--- config.mk ---
export PLATFORM = sky130hd
export DESIGN_NAME = wsc_top
export DESIGN_NICKNAME = d
export VERILOG_FILES = /design/src/hw/wsc_filter.v /design/src/hw/wsc_top.v
export VERILOG_INCLUDE_DIRS = /design/src /design/src/hw
export SDC_FILE = /design/constraint.sdc
export NUM_CORES = 1
export LEC_CHECK = 0
export BUFFER_PORTS_ARGS = -buffer_cell sky130_fd_sc_hd__buf_2
export CORE_MARGIN = 3
export CORE_UTILIZATION = 60
export DETAILED_ROUTE_END_ITERATION = 8
export PLACE_DENSITY = 0.85
export SYNTH_ARGS = -nofsm -noshare
export SYNTH_HDL_FRONTEND = slang
export SYNTH_HIERARCHICAL = 1
export SYNTH_SLANG_ARGS = --single-unit
export TNS_END_PERCENT = 1
--- constraint.sdc ---
create_clock -name i_clock -period 4.57 [get_ports i_clock]
set_input_delay 0.2285 -clock i_clock [delete_from_list [all_inputs] [get_ports i_clock]]
set_output_delay 0.2285 -clock i_clock [all_outputs]
set_load 0.01 [all_outputs]
--- src/hw/wsc_defines.vh ---
// Offsets, field positions, reset values and timing counts of the wake source control block
`ifndef WSC_DEFINES_VH
`define WSC_DEFINES_VH

// Register addresses (7-bit serial interface address space)
`define WSC_ADDR_W 7
`define WSC_ADDR_SRC 7'h07
`define WSC_ADDR_PULL 7'h08
`define WSC_ADDR_FLT 7'h09

// Wake source register field positions
`define WSC_SRC_INT_SCOPE 7
`define WSC_SRC_MEAS_SEL 5
`define WSC_SRC_EN_C 2
`define WSC_SRC_EN_B 1
`define WSC_SRC_EN_A 0

// Writable masks; everything else is reserved and reads zero
`define WSC_SRC_WMASK 8'hA7
`define WSC_CFG_WMASK 8'h3F

// Reset values after power-on or soft reset
`define WSC_SRC_RESET 8'h07
`define WSC_CFG_RESET 8'h00

// Restart: bits kept from the old value (pattern x0x0 0xxx and 00xx xxxx)
`define WSC_SRC_RESTART_KEEP 8'hA7
`define WSC_CFG_RESTART_KEEP 8'h3F

// Fail-safe entry: wake source register becomes x0x0 0111
`define WSC_SRC_FS_KEEP 8'hA0
`define WSC_SRC_FS_SET 8'h07

// Fail-safe values for the two bus control registers held elsewhere
`define WSC_BUS1_FS_KEEP 8'hE0
`define WSC_BUS1_FS_SET 8'h09
`define WSC_BUS2_FS_VALUE 8'h01

// Pull field codes
`define WSC_PULL_NONE 2'h0
`define WSC_PULL_DOWN 2'h1
`define WSC_PULL_UP 2'h2
`define WSC_PULL_AUTO 2'h3

// Filter field codes
`define WSC_FLT_STATIC_SHORT 2'h0
`define WSC_FLT_STATIC_LONG 2'h1
`define WSC_FLT_CYCLIC_T1 2'h2
`define WSC_FLT_CYCLIC_T2 2'h3

// Timing: clock period and filter times in ns, counts rounded up
`define WSC_CLK_PERIOD_NS 40
`define WSC_FILT_SHORT_NS 16000
`define WSC_FILT_LONG_NS 64000
`define WSC_FILT_SHORT_CYC ((`WSC_FILT_SHORT_NS + `WSC_CLK_PERIOD_NS - 1) / `WSC_CLK_PERIOD_NS)
`define WSC_FILT_LONG_CYC ((`WSC_FILT_LONG_NS + `WSC_CLK_PERIOD_NS - 1) / `WSC_CLK_PERIOD_NS)
`define WSC_CNT_W 11

`endif

--- src/hw/wsc_filter.v ---
// Debounce filter for one wake input: static or cyclic sensing
`timescale 1ns/1ps
`include "wsc_defines.vh"

module wsc_filter #(
  parameter SHORT_CYC = `WSC_FILT_SHORT_CYC,
  parameter LONG_CYC = `WSC_FILT_LONG_CYC
) (
  // Clock, reset, enable
  input wire i_clock,
  input wire i_rst,
  input wire i_clk_en,
  // Synchronised pin level and configuration
  input wire i_level,
  input wire [1:0] i_mode,
  input wire i_timer1_on_end,
  input wire i_timer2_on_end,
  // Filtered level and one-cycle change pulse
  output reg o_level_ff,
  output reg o_change_ff
);

  // Last count of each filter, cut to the counter width on purpose
  localparam integer SHORT_LAST_INT = SHORT_CYC - 1;
  localparam integer LONG_LAST_INT = LONG_CYC - 1;
  localparam [`WSC_CNT_W-1:0] SHORT_LAST = SHORT_LAST_INT[`WSC_CNT_W-1:0];
  localparam [`WSC_CNT_W-1:0] LONG_LAST = LONG_LAST_INT[`WSC_CNT_W-1:0];
  localparam [`WSC_CNT_W-1:0] CNT_ONE = {{(`WSC_CNT_W-1){1'b0}}, 1'b1};

  reg [`WSC_CNT_W-1:0] stable_cnt_ff; // Cycles the pin has differed from the accepted level
  reg [`WSC_CNT_W-1:0] nxt_stable_cnt;
  reg nxt_level;
  reg nxt_change;
  reg cyclic; // Cyclic modes judge the pin only at a timer on-time end
  reg sample_strobe;
  reg [`WSC_CNT_W-1:0] last;

  // Next-state logic: a change is accepted only after the full filter time
  always @* begin
    nxt_stable_cnt = stable_cnt_ff;
    nxt_level = o_level_ff;
    nxt_change = 1'b0;
    cyclic = i_mode[1];
    sample_strobe = (i_mode == `WSC_FLT_CYCLIC_T1) ? i_timer1_on_end : i_timer2_on_end;
    last = (i_mode == `WSC_FLT_STATIC_LONG) ? LONG_LAST : SHORT_LAST;
    if (i_level == o_level_ff) begin
      // A pulse shorter than the filter time is dropped here
      nxt_stable_cnt = {`WSC_CNT_W{1'b0}};
    end else if (stable_cnt_ff < last) begin
      nxt_stable_cnt = stable_cnt_ff + CNT_ONE;
    end
    if (i_level != o_level_ff && stable_cnt_ff >= last) begin
      if (!cyclic || sample_strobe) begin
        // Static accepts at once; cyclic waits for the on-time end
        nxt_level = i_level;
        nxt_change = 1'b1;
        nxt_stable_cnt = {`WSC_CNT_W{1'b0}};
      end
    end
  end

  // State registers, frozen while the clock enable is low
  always @(posedge i_clock) begin
    if (i_rst) begin
      stable_cnt_ff <= {`WSC_CNT_W{1'b0}};
      o_level_ff <= 1'b0;
      o_change_ff <= 1'b0;
    end else if (i_clk_en) begin
      stable_cnt_ff <= nxt_stable_cnt;
      o_level_ff <= nxt_level;
      o_change_ff <= nxt_change;
    end
  end

endmodule

--- src/hw/wsc_top.v ---
// Wake source control: three wake configuration registers, input filters and wake detection
// What this block does
// - Scope bit: wake-only or all status interrupt
// - Measure select disables wake on inputs a,b
// - Measure select enables measurement in Normal Mode
// - Enable bits make each input wake source
// - Fail-safe entry forces wakeable register values
// - Source register reset and restart values
// - Pull and filter reset, restart values
// - Pull field: none, down, up, auto
// - Static filters of 16 or 64 us
// - Cyclic sensing at timer on-time end
// - Reserved bits always read zero
`timescale 1ns/1ps
`include "wsc_defines.vh"

module wsc_top #(
  parameter SHORT_CYC = `WSC_FILT_SHORT_CYC,
  parameter LONG_CYC = `WSC_FILT_LONG_CYC
) (
  // Clock, reset, enable
  input wire i_clock,
  input wire i_rst,
  input wire i_clk_en,
  // Register port from the serial interface frame decoder
  input wire i_reg_wr,
  input wire i_reg_rd,
  input wire [`WSC_ADDR_W-1:0] i_reg_addr,
  input wire [7:0] i_reg_wdata,
  output reg [7:0] o_reg_rdata_ff,
  // Mode and reset causes from the chip state machine
  input wire i_normal_mode,
  input wire i_restart,
  input wire i_fail_safe_entry,
  input wire i_status_event,
  // Timer on-time end pulses for cyclic sensing
  input wire i_timer1_on_end,
  input wire i_timer2_on_end,
  // Wake input pins (asynchronous)
  input wire [2:0] i_wake_pin,
  // Pull controls per input
  output reg [2:0] o_pull_up_ff,
  output reg [2:0] o_pull_down_ff,
  output reg [2:0] o_pull_auto_ff,
  // Wake results
  output reg [2:0] o_wake_level_ff,
  output reg [2:0] o_wake_event_ff,
  output reg o_int_ff,
  output reg o_meas_en_ff,
  // Fail-safe load for the bus control registers
  output reg o_bus_fs_load_ff
);

  reg [7:0] src_ff; // Wake source enable register
  reg [7:0] pull_ff; // Wake pull configuration register
  reg [7:0] flt_ff; // Wake filter configuration register
  reg [7:0] nxt_src;
  reg [7:0] nxt_pull;
  reg [7:0] nxt_flt;
  reg [7:0] nxt_rdata;
  reg [2:0] sync1_ff; // First synchroniser stage, read only by stage two
  reg [2:0] sync2_ff;
  reg [2:0] sync3_ff;
  reg [2:0] pin_level_ff; // Level accepted once stages two and three agree
  reg [2:0] nxt_pin_level;
  wire [2:0] filt_level;
  wire [2:0] filt_change;
  reg [2:0] wake_en; // Effective wake enables after measurement override
  reg [2:0] nxt_event;
  reg [2:0] nxt_pu;
  reg [2:0] nxt_pd;
  reg [2:0] nxt_pa;
  integer k; // Loop index of the synchroniser
  integer j; // Loop index of the pull decode

  // Decode a 2-bit pull code into up, down and auto enables
  function [2:0] pull_decode;
    input [1:0] code;
    begin
      case (code)
        `WSC_PULL_NONE: pull_decode = 3'h0;
        `WSC_PULL_DOWN: pull_decode = 3'h2;
        `WSC_PULL_UP: pull_decode = 3'h4;
        `WSC_PULL_AUTO: pull_decode = 3'h1;
        default: pull_decode = 3'h0;
      endcase
    end
  endfunction

  // Register update; reset beats fail-safe, fail-safe beats restart, restart beats a write
  always @* begin
    nxt_src = src_ff;
    nxt_pull = pull_ff;
    nxt_flt = flt_ff;
    if (i_fail_safe_entry) begin
      // Keep the chip wakeable: all three enable bits are set, but a kept measure select still masks inputs a and b
      nxt_src = (src_ff & `WSC_SRC_FS_KEEP) | `WSC_SRC_FS_SET;
    end else if (i_restart) begin
      nxt_src = src_ff & `WSC_SRC_RESTART_KEEP;
      nxt_pull = pull_ff & `WSC_CFG_RESTART_KEEP;
      nxt_flt = flt_ff & `WSC_CFG_RESTART_KEEP;
    end else if (i_reg_wr) begin
      // Reserved bits are masked on write so they can never read back set
      case (i_reg_addr)
        `WSC_ADDR_SRC: nxt_src = i_reg_wdata & `WSC_SRC_WMASK;
        `WSC_ADDR_PULL: nxt_pull = i_reg_wdata & `WSC_CFG_WMASK;
        `WSC_ADDR_FLT: nxt_flt = i_reg_wdata & `WSC_CFG_WMASK;
        default: nxt_src = src_ff;
      endcase
    end
  end

  // Read mux; unmapped addresses answer zero
  always @* begin
    case (i_reg_addr)
      `WSC_ADDR_SRC: nxt_rdata = src_ff;
      `WSC_ADDR_PULL: nxt_rdata = pull_ff;
      `WSC_ADDR_FLT: nxt_rdata = flt_ff;
      default: nxt_rdata = 8'h00;
    endcase
  end

  // Configuration registers and read data
  always @(posedge i_clock) begin
    if (i_rst) begin
      src_ff <= `WSC_SRC_RESET;
      pull_ff <= `WSC_CFG_RESET;
      flt_ff <= `WSC_CFG_RESET;
      o_reg_rdata_ff <= 8'h00;
      o_bus_fs_load_ff <= 1'b0;
    end else if (i_clk_en) begin
      src_ff <= nxt_src;
      pull_ff <= nxt_pull;
      flt_ff <= nxt_flt;
      if (i_reg_rd) begin
        o_reg_rdata_ff <= nxt_rdata;
      end
      // Tells the bus control block to load its fail-safe wake values
      o_bus_fs_load_ff <= i_fail_safe_entry;
    end
  end

  // Pin synchroniser; a change counts once stages two and three agree
  always @* begin
    for (k = 0; k < 3; k = k + 1) begin
      nxt_pin_level[k] = (sync2_ff[k] == sync3_ff[k]) ? sync3_ff[k] : pin_level_ff[k];
    end
  end

  always @(posedge i_clock) begin
    if (i_rst) begin
      sync1_ff <= 3'h0;
      sync2_ff <= 3'h0;
      sync3_ff <= 3'h0;
      pin_level_ff <= 3'h0;
    end else if (i_clk_en) begin
      sync1_ff <= i_wake_pin;
      sync2_ff <= sync1_ff;
      sync3_ff <= sync2_ff;
      pin_level_ff <= nxt_pin_level;
    end
  end

  // One filter per wake input; filter code sits at bits 2i+1:2i
  genvar gi;
  generate
    for (gi = 0; gi < 3; gi = gi + 1) begin : g_filt
      wsc_filter #(
        .SHORT_CYC(SHORT_CYC),
        .LONG_CYC(LONG_CYC)
      ) u_filter (
        .i_clock(i_clock),
        .i_rst(i_rst),
        .i_clk_en(i_clk_en),
        .i_level(pin_level_ff[gi]),
        .i_mode(flt_ff[2*gi+1:2*gi]),
        .i_timer1_on_end(i_timer1_on_end),
        .i_timer2_on_end(i_timer2_on_end),
        .o_level_ff(filt_level[gi]),
        .o_change_ff(filt_change[gi])
      );
    end
  endgenerate

  // Effective enables, wake events and pull decode
  always @* begin
    wake_en[2] = src_ff[`WSC_SRC_EN_C];
    // Measurement select overrides the enables of inputs a and b
    wake_en[1] = src_ff[`WSC_SRC_EN_B] & ~src_ff[`WSC_SRC_MEAS_SEL];
    wake_en[0] = src_ff[`WSC_SRC_EN_A] & ~src_ff[`WSC_SRC_MEAS_SEL];
    nxt_event = filt_change & wake_en;
    for (j = 0; j < 3; j = j + 1) begin
      {nxt_pu[j], nxt_pd[j], nxt_pa[j]} = pull_decode(pull_ff[2*j+1 -: 2]);
    end
  end

  // Output registers
  always @(posedge i_clock) begin
    if (i_rst) begin
      o_pull_up_ff <= 3'h0;
      o_pull_down_ff <= 3'h0;
      o_pull_auto_ff <= 3'h0;
      o_wake_level_ff <= 3'h0;
      o_wake_event_ff <= 3'h0;
      o_int_ff <= 1'b0;
      o_meas_en_ff <= 1'b0;
    end else if (i_clk_en) begin
      o_pull_up_ff <= nxt_pu;
      o_pull_down_ff <= nxt_pd;
      o_pull_auto_ff <= nxt_pa;
      // Level of inputs a and b is meaningless to software while measuring
      o_wake_level_ff <= filt_level;
      o_wake_event_ff <= nxt_event;
      // Scope bit widens the interrupt to all other status events
      o_int_ff <= (|nxt_event) | (src_ff[`WSC_SRC_INT_SCOPE] & i_status_event);
      o_meas_en_ff <= src_ff[`WSC_SRC_MEAS_SEL] & i_normal_mode;
    end
  end

endmodule

* Word level (Yosys, flattened, before mapping)
Cells that the tools add are included.
Storage, ports and cells: output and inout port bits 26, latch bits 0, RAM bits 0, logic and storage cells 149, memories kept 0, register bits 101, input bits 29, ROM bits 0
Cells by class: order comparisons 6, shift operators 0, bitwise gates (word level) 9, equality and inequality tests 28, multiplexer cells 38, add/sub/neg operators 3, div/mod/pow operators 0, multipliers 0, reduce and logical (&&, ||, !) cells 34
Operators with widths (count):
- 11-bit two-way mux | 15
- 8-bit two-way mux | 6
- 3-bit case mux with 4 select lines | 3
- 11-bit by 1-bit adder with 11-bit output (second input constant) | 3
- 11-bit >= comparator | 3
- 11-bit less-than comparator | 3
- 7-bit two-way mux | 4
- 8-bit case mux with 3 select lines | 1
- 2-bit == test (second input constant) | 9
- 5-bit AND reduction | 3
- 7-bit by 4-bit == test with 1-bit output (second input constant) | 2
- 2-bit by 1-bit == test with 1-bit output (second input constant) | 6
- 3-bit AND reduction | 4
- 4-bit AND reduction | 3
- 2-bit nonzero test | 5
- 1-bit two-way mux | 9
- 2-bit AND reduction | 4
- 7-bit by 3-bit == test with 1-bit output (second input constant) | 1
- 1-bit == test | 6
- 2-bit logical NOT | 3
- 3-bit nonzero test | 2
- 1-bit bitwise AND | 4
- 3-bit bitwise AND | 1
- 1-bit logical AND | 3
- other kinds (7) | 15

* Depth between registers and ports, before layout
depth in word-level cells 7, gate-level depth with buffers 9, depth with buffers taken out 9

* Cells and area by module
The synthesis kept the hierarchy.
By module, submodules not included:
- wsc_filter | cells each 103, times used 3, area an instance 835.8 µm², sequential area each 260.2 µm²
- wsc_top | cells each 263, times used 1, area an instance 2419.8 µm², sequential area each 1101.1 µm²

* Worst setup path after synthesis
Ideal clock, no wire load.
kind register to register, start reg flt_ff[4], end reg g_filt[2].u_filter.stable_cnt_ff[8], arrival 2.339 ns, library setup time 0.063 ns, clock period less this slack 2.402 ns, path buffers 0, slack 2.168 ns, required time 4.507 ns, stages on the path, launching flop included 10, path through dfxtp_1 nor2b_1 inv_1 ha_1 a211oi_1 o31a_1 o21ai_2 a211o_1 or4_1 nand3_1
Between the ends: cells in the longest elaborated chain, start to end 7, elaborated cells between the ends (all ways) 12, classes of those cells order compare: 2; eq/ne: 2; mux: 6; reduce/logical: 2
Ends and longest elaborated chain:
- from (decl) | line wsc_top.v:56 | reg [7:0] flt_ff;
- from (signal assigned) | line wsc_top.v:128 | flt_ff <= `WSC_CFG_RESET;
- from (signal assigned) | line wsc_top.v:134 | flt_ff <= nxt_flt;
- 2-bit by 1-bit == test with 1-bit output (no source line)
- 11-bit two-way mux | line wsc_filter.v:45 | last = (i_mode == `WSC_FLT_STATIC_LONG) ? LONG_LAST : SHORT_LAST;
- 11-bit less-than comparator | line wsc_filter.v:49 | end else if (stable_cnt_ff < last) begin
- 11-bit two-way mux | line wsc_filter.v:49
- 11-bit two-way mux | line wsc_filter.v:46 | if (i_level == o_level_ff) begin
- 11-bit two-way mux | line wsc_filter.v:53 | if (!cyclic || sample_strobe) begin
- 11-bit two-way mux * | line wsc_filter.v:52 | if (i_level != o_level_ff && stable_cnt_ff >= last) begin
- to (signal assigned) | line wsc_filter.v:65 | stable_cnt_ff <= {`WSC_CNT_W{1'b0}};
- to (signal assigned) | line wsc_filter.v:69 | stable_cnt_ff <= nxt_stable_cnt;
- to (decl) | line wsc_filter.v:30 | reg [`WSC_CNT_W-1:0] stable_cnt_ff;
Every way passes the cells marked *; elsewhere a longest branch is shown, timed or not. A chain may end at the register's enable or synchronous reset.

* Worst setup path in the final report
start reg flt_ff[0], end reg g_filt[0].u_filter.stable_cnt_ff[8]
Between the ends: cells in the longest elaborated chain, start to end 7, elaborated cells between the ends (all ways) 12, classes of those cells order compare: 2; eq/ne: 2; mux: 6; reduce/logical: 2
Ends and longest elaborated chain (line):
- 2-bit by 1-bit == test with 1-bit output (no source line)
- 11-bit two-way mux | wsc_filter.v:45
- 11-bit less-than comparator | wsc_filter.v:49
- 11-bit two-way mux | wsc_filter.v:49
- 11-bit two-way mux | wsc_filter.v:46
- 11-bit two-way mux | wsc_filter.v:53
- 11-bit two-way mux * | wsc_filter.v:52
- to (signal assigned) | wsc_filter.v:65
- to (signal assigned) | wsc_filter.v:69
- to (decl) | wsc_filter.v:30
Marks and branches as above.

==> impl_results.md <==
* Core ar. at 7850 µm²
* Netlist cell types at a little over 60
* Post-CTS setup buffers at 0
* Die width at 96.6 µm
* Final worst setup slack at 1.77 ns
* # fillers at 618
* Antenna violations before repair at 0
* Post-CTS sizing at 0
* Synthesis-to-layout area growth at 10.5%
* Crit-path max cell delay at 0.53 ns
* CTS Buf Count at 9
* WL final at around 12,000 µm
* HP Class: in -> reg
* Setup TNS Final at 0 ns
* Leading cell types in the layout, fill and taps excluded: 94 x dfxtp_1, 68 x nand2_1, 53 x buf_2
* Fin crit period at between 2 and 3 ns
* Worst path slowest cell: or4_1
* Setup crit end kind: flip-flop
* Achievable frequency at approximately 360 MHz
* Share of cells above drive strength 1 at 14.1%
* Arr. time, crit path at about 3.1 ns
* Largest net degree at the start of global routing at 71
* Max-Cap Viols at 0
* Most used DFF post-synth: dfxtp_1
* Vias after detailed routing at 4,595
* Sequential fraction of the synthesis area at between 30% and 40%
* Max Slew Vio Count at 0
* Share of flip-flops with an asynchronous set or reset at 0%
* Cells on worst reg2reg path at 9
* H-tree depth at 3
* Hold WS at 0.0934 ns
* CP Launch Type: flip-flop
* Drt first pass iters at 5
* Power density over the cells at 268 nW/µm²
* Critical path type: reg -> reg
* Fin Clk Skew at 0.00968 ns
* Max_slew headroom at 22.8%
* GRT Residual Overflow at 0
* CTS Buffer Depth at 2
* Die height at between 90 and 100 µm
* Post-DR vias/cell at 6.35
* I/O Pins at 55
* Hold path depth at 3
* DR WL/cell at between 15 and 20 µm
* First-pass GRT wire length at 19,300 µm
* CTS tree: built
* Vias in the first global route at 4,158
* Starting Density at 62.8%
* Die ar. at 9340 µm²
* Row cnt at 32
* Final Setup Violations at 0
* LEAKAGE at 2.07 nW
* Final Hold Viols at 0
* GP Congestion at about 0.89
* Latest clock arrival within the worst-skew pair at around 0.37 ns
* Ant. Diodes at 0
* Slew @ Worst Pin at 1.14 ns
* Synth Register Bits at 94
* Detailed Route Iter0 Violations at 346
* Synth warn at 6
* Clock slew at reported path FFs at 0.11 ns
* Worst-case vdd ir drop at 0.204 mV
* Total power at 0.00146 W
* IO Port Bufs at 53
* Mapped Area at 4930 µm²
* Hpwl dp at 8270 µm
* CTS sink count at 94
* Share of the synthesized area in the top cell type at 38.2%
* Remaining antenna violation count after routing at 0
* # hold bufs at CTS at 0
* Cell taking the most area after synthesis: dfxtp_1
* Unrepaired setup endpoints after global routing: false
* Largest cells by area after synthesis: dfxtp_1 38%, mux2i_1 5.3%, nand2_1 5.2%, a21oi_1 3.9%, ha_1 3.0%
* Status: completed
* Syn Area/Cell at roughly 8.6 µm²
* Final period util at 61.2%
* Setup WS pre-CTS at approximately 1.8 ns
* Post-synthesis net count at between 600 and 700
* Nets at 658
* Critical path data required time at 4.89 ns
* Critical path, cell by cell: nor2b_1 > inv_1 > ha_1 > a211oi_1 > o31a_1 > o21ai_2 > a211o_1 > or4_1 > nand3_1
* CTS root buffer: clkbuf_8
* Mapped Cells at 572
* Commonest non-fill, non-tap cell in the layout: dfxtp_1
* # DRC at 0
* Post-synth EDFFs at 0
* Global-route usage over all layers at 24.1%
* CP Max Fanout at 7
==> worst paths after layout <==
| check | to | from | slack (ns) |
|---|---|---|---|
| max | g_filt[0].u_filter/stable_cnt_ff[8]$_SDFFE_PP0P_ | flt_ff[0]$_SDFFE_PP0P_ | 1.77 |
| min | sync1_ff[1]$_SDFFE_PP0P_ | i_wake_pin[1] | 0.09 |
| max reg2reg | g_filt[0].u_filter/stable_cnt_ff[8]$_SDFFE_PP0P_ | flt_ff[0]$_SDFFE_PP0P_ | 1.77 |
| min reg2reg | o_reg_rdata_ff[6]$_SDFFE_PP0P_ | o_reg_rdata_ff[6]$_SDFFE_PP0P_ | 0.46 |
==> sequential cells by signal (all words and copies together) (netlist names), 5 cells and up <==
register and count:
g_filt.u_filter/stable_cnt_ff 33, o_reg_rdata_ff 8, flt_ff 6, pull_ff 6
src_ff 5
==> Yosys cell counts (4+ instances only) <==
cell type and instances:
and2_1 8, nor2b_1 6, o211ai_1 6, a21oi_1 38
clkbuf_1 12, and3b_1 4, ha_1 12, nor2_1 33
o31a_1 9, o21ai_1 9, mux2i_1 26, nand3_1 29
o21ai_0 13, buf_2 4, nor3_1 5, nand2_1 68
a32oi_1 7, or3_1 7, or4_1 7, and3_1 4
nand3b_1 10, dfxtp_1 94, inv_1 25, nand2b_1 15
a22oi_1 8, nand4_1 20, o2111ai_1 4, o31ai_1 11
==> critical path, delay by kind of cell, from the launching register on <==
kind | cells | cell delay (ns)
compound gates | 4 | 1.06
buf+inv | 1 | 0.10
fa+ha+maj | 1 | 0.31
simple gates | 3 | 0.82
flops | 1 | 0.46
==> metrics by stage <==
step	util [%]	cells	instance area, µm²
6_report	69.4	724	5440
5_1_grt	69.4	724	5440
4_1_cts	69.4	724	5440
3_5_place_dp	66.8	708	5240
3_3_place_gp	66.8	708	5240
2_1_floorplan	-	572	4930
==> metal layers <==
layer	GRT usage, %	part of all wire, %	vias to the layer above	routed length, µm
met4	9.18	2.5	0	286
met5	0	0	-	0
met1	32.0	43	2158	5050
met3	4.47	6.5	21	758
met2	38.9	48	190	5550
li1	-	-	2226	-
==> cells by family (layout without fill, tap and decap cells) <==
logic type      Yosys count  count (layout)  synth area share [%]
compound gates          150             150                  21.9
xor+xnor                  6               6                  1.07
fa+ha+maj                12              12                  3.05
buf+inv                  47              97                  4.14
flops                    94              94                  38.2
mux                      29              29                  5.97
simple gates            234             234                  25.7
==> where the power goes <==
part / switching [W] / internal (W)
clock network: 0.000334 / 0.000216
logic: 0.0000534 / 0.0000276
registers: 0.00000229 / 0.000822
total: 0.000390 / 0.00107
==> cell type report <==
| cell class | instances | area, µm² | share of cell area (%) |
|---|---|---|---|
| Clock inverter | 7 | 80.1 | 1.47 |
| Multi-Input combinational cell | 431 | 2850 | 52.3 |
| Clock buffer | 9 | 124 | 2.28 |
| Timing Repair Buffer | 56 | 288 | 5.29 |
| Tap cell | 102 | 128 | 2.34 |
| Sequential cell | 94 | 1880 | 34.6 |
| Inverter | 25 | 93.8 | 1.72 |
Note: power is estimated with default switching activity, not from simulation.
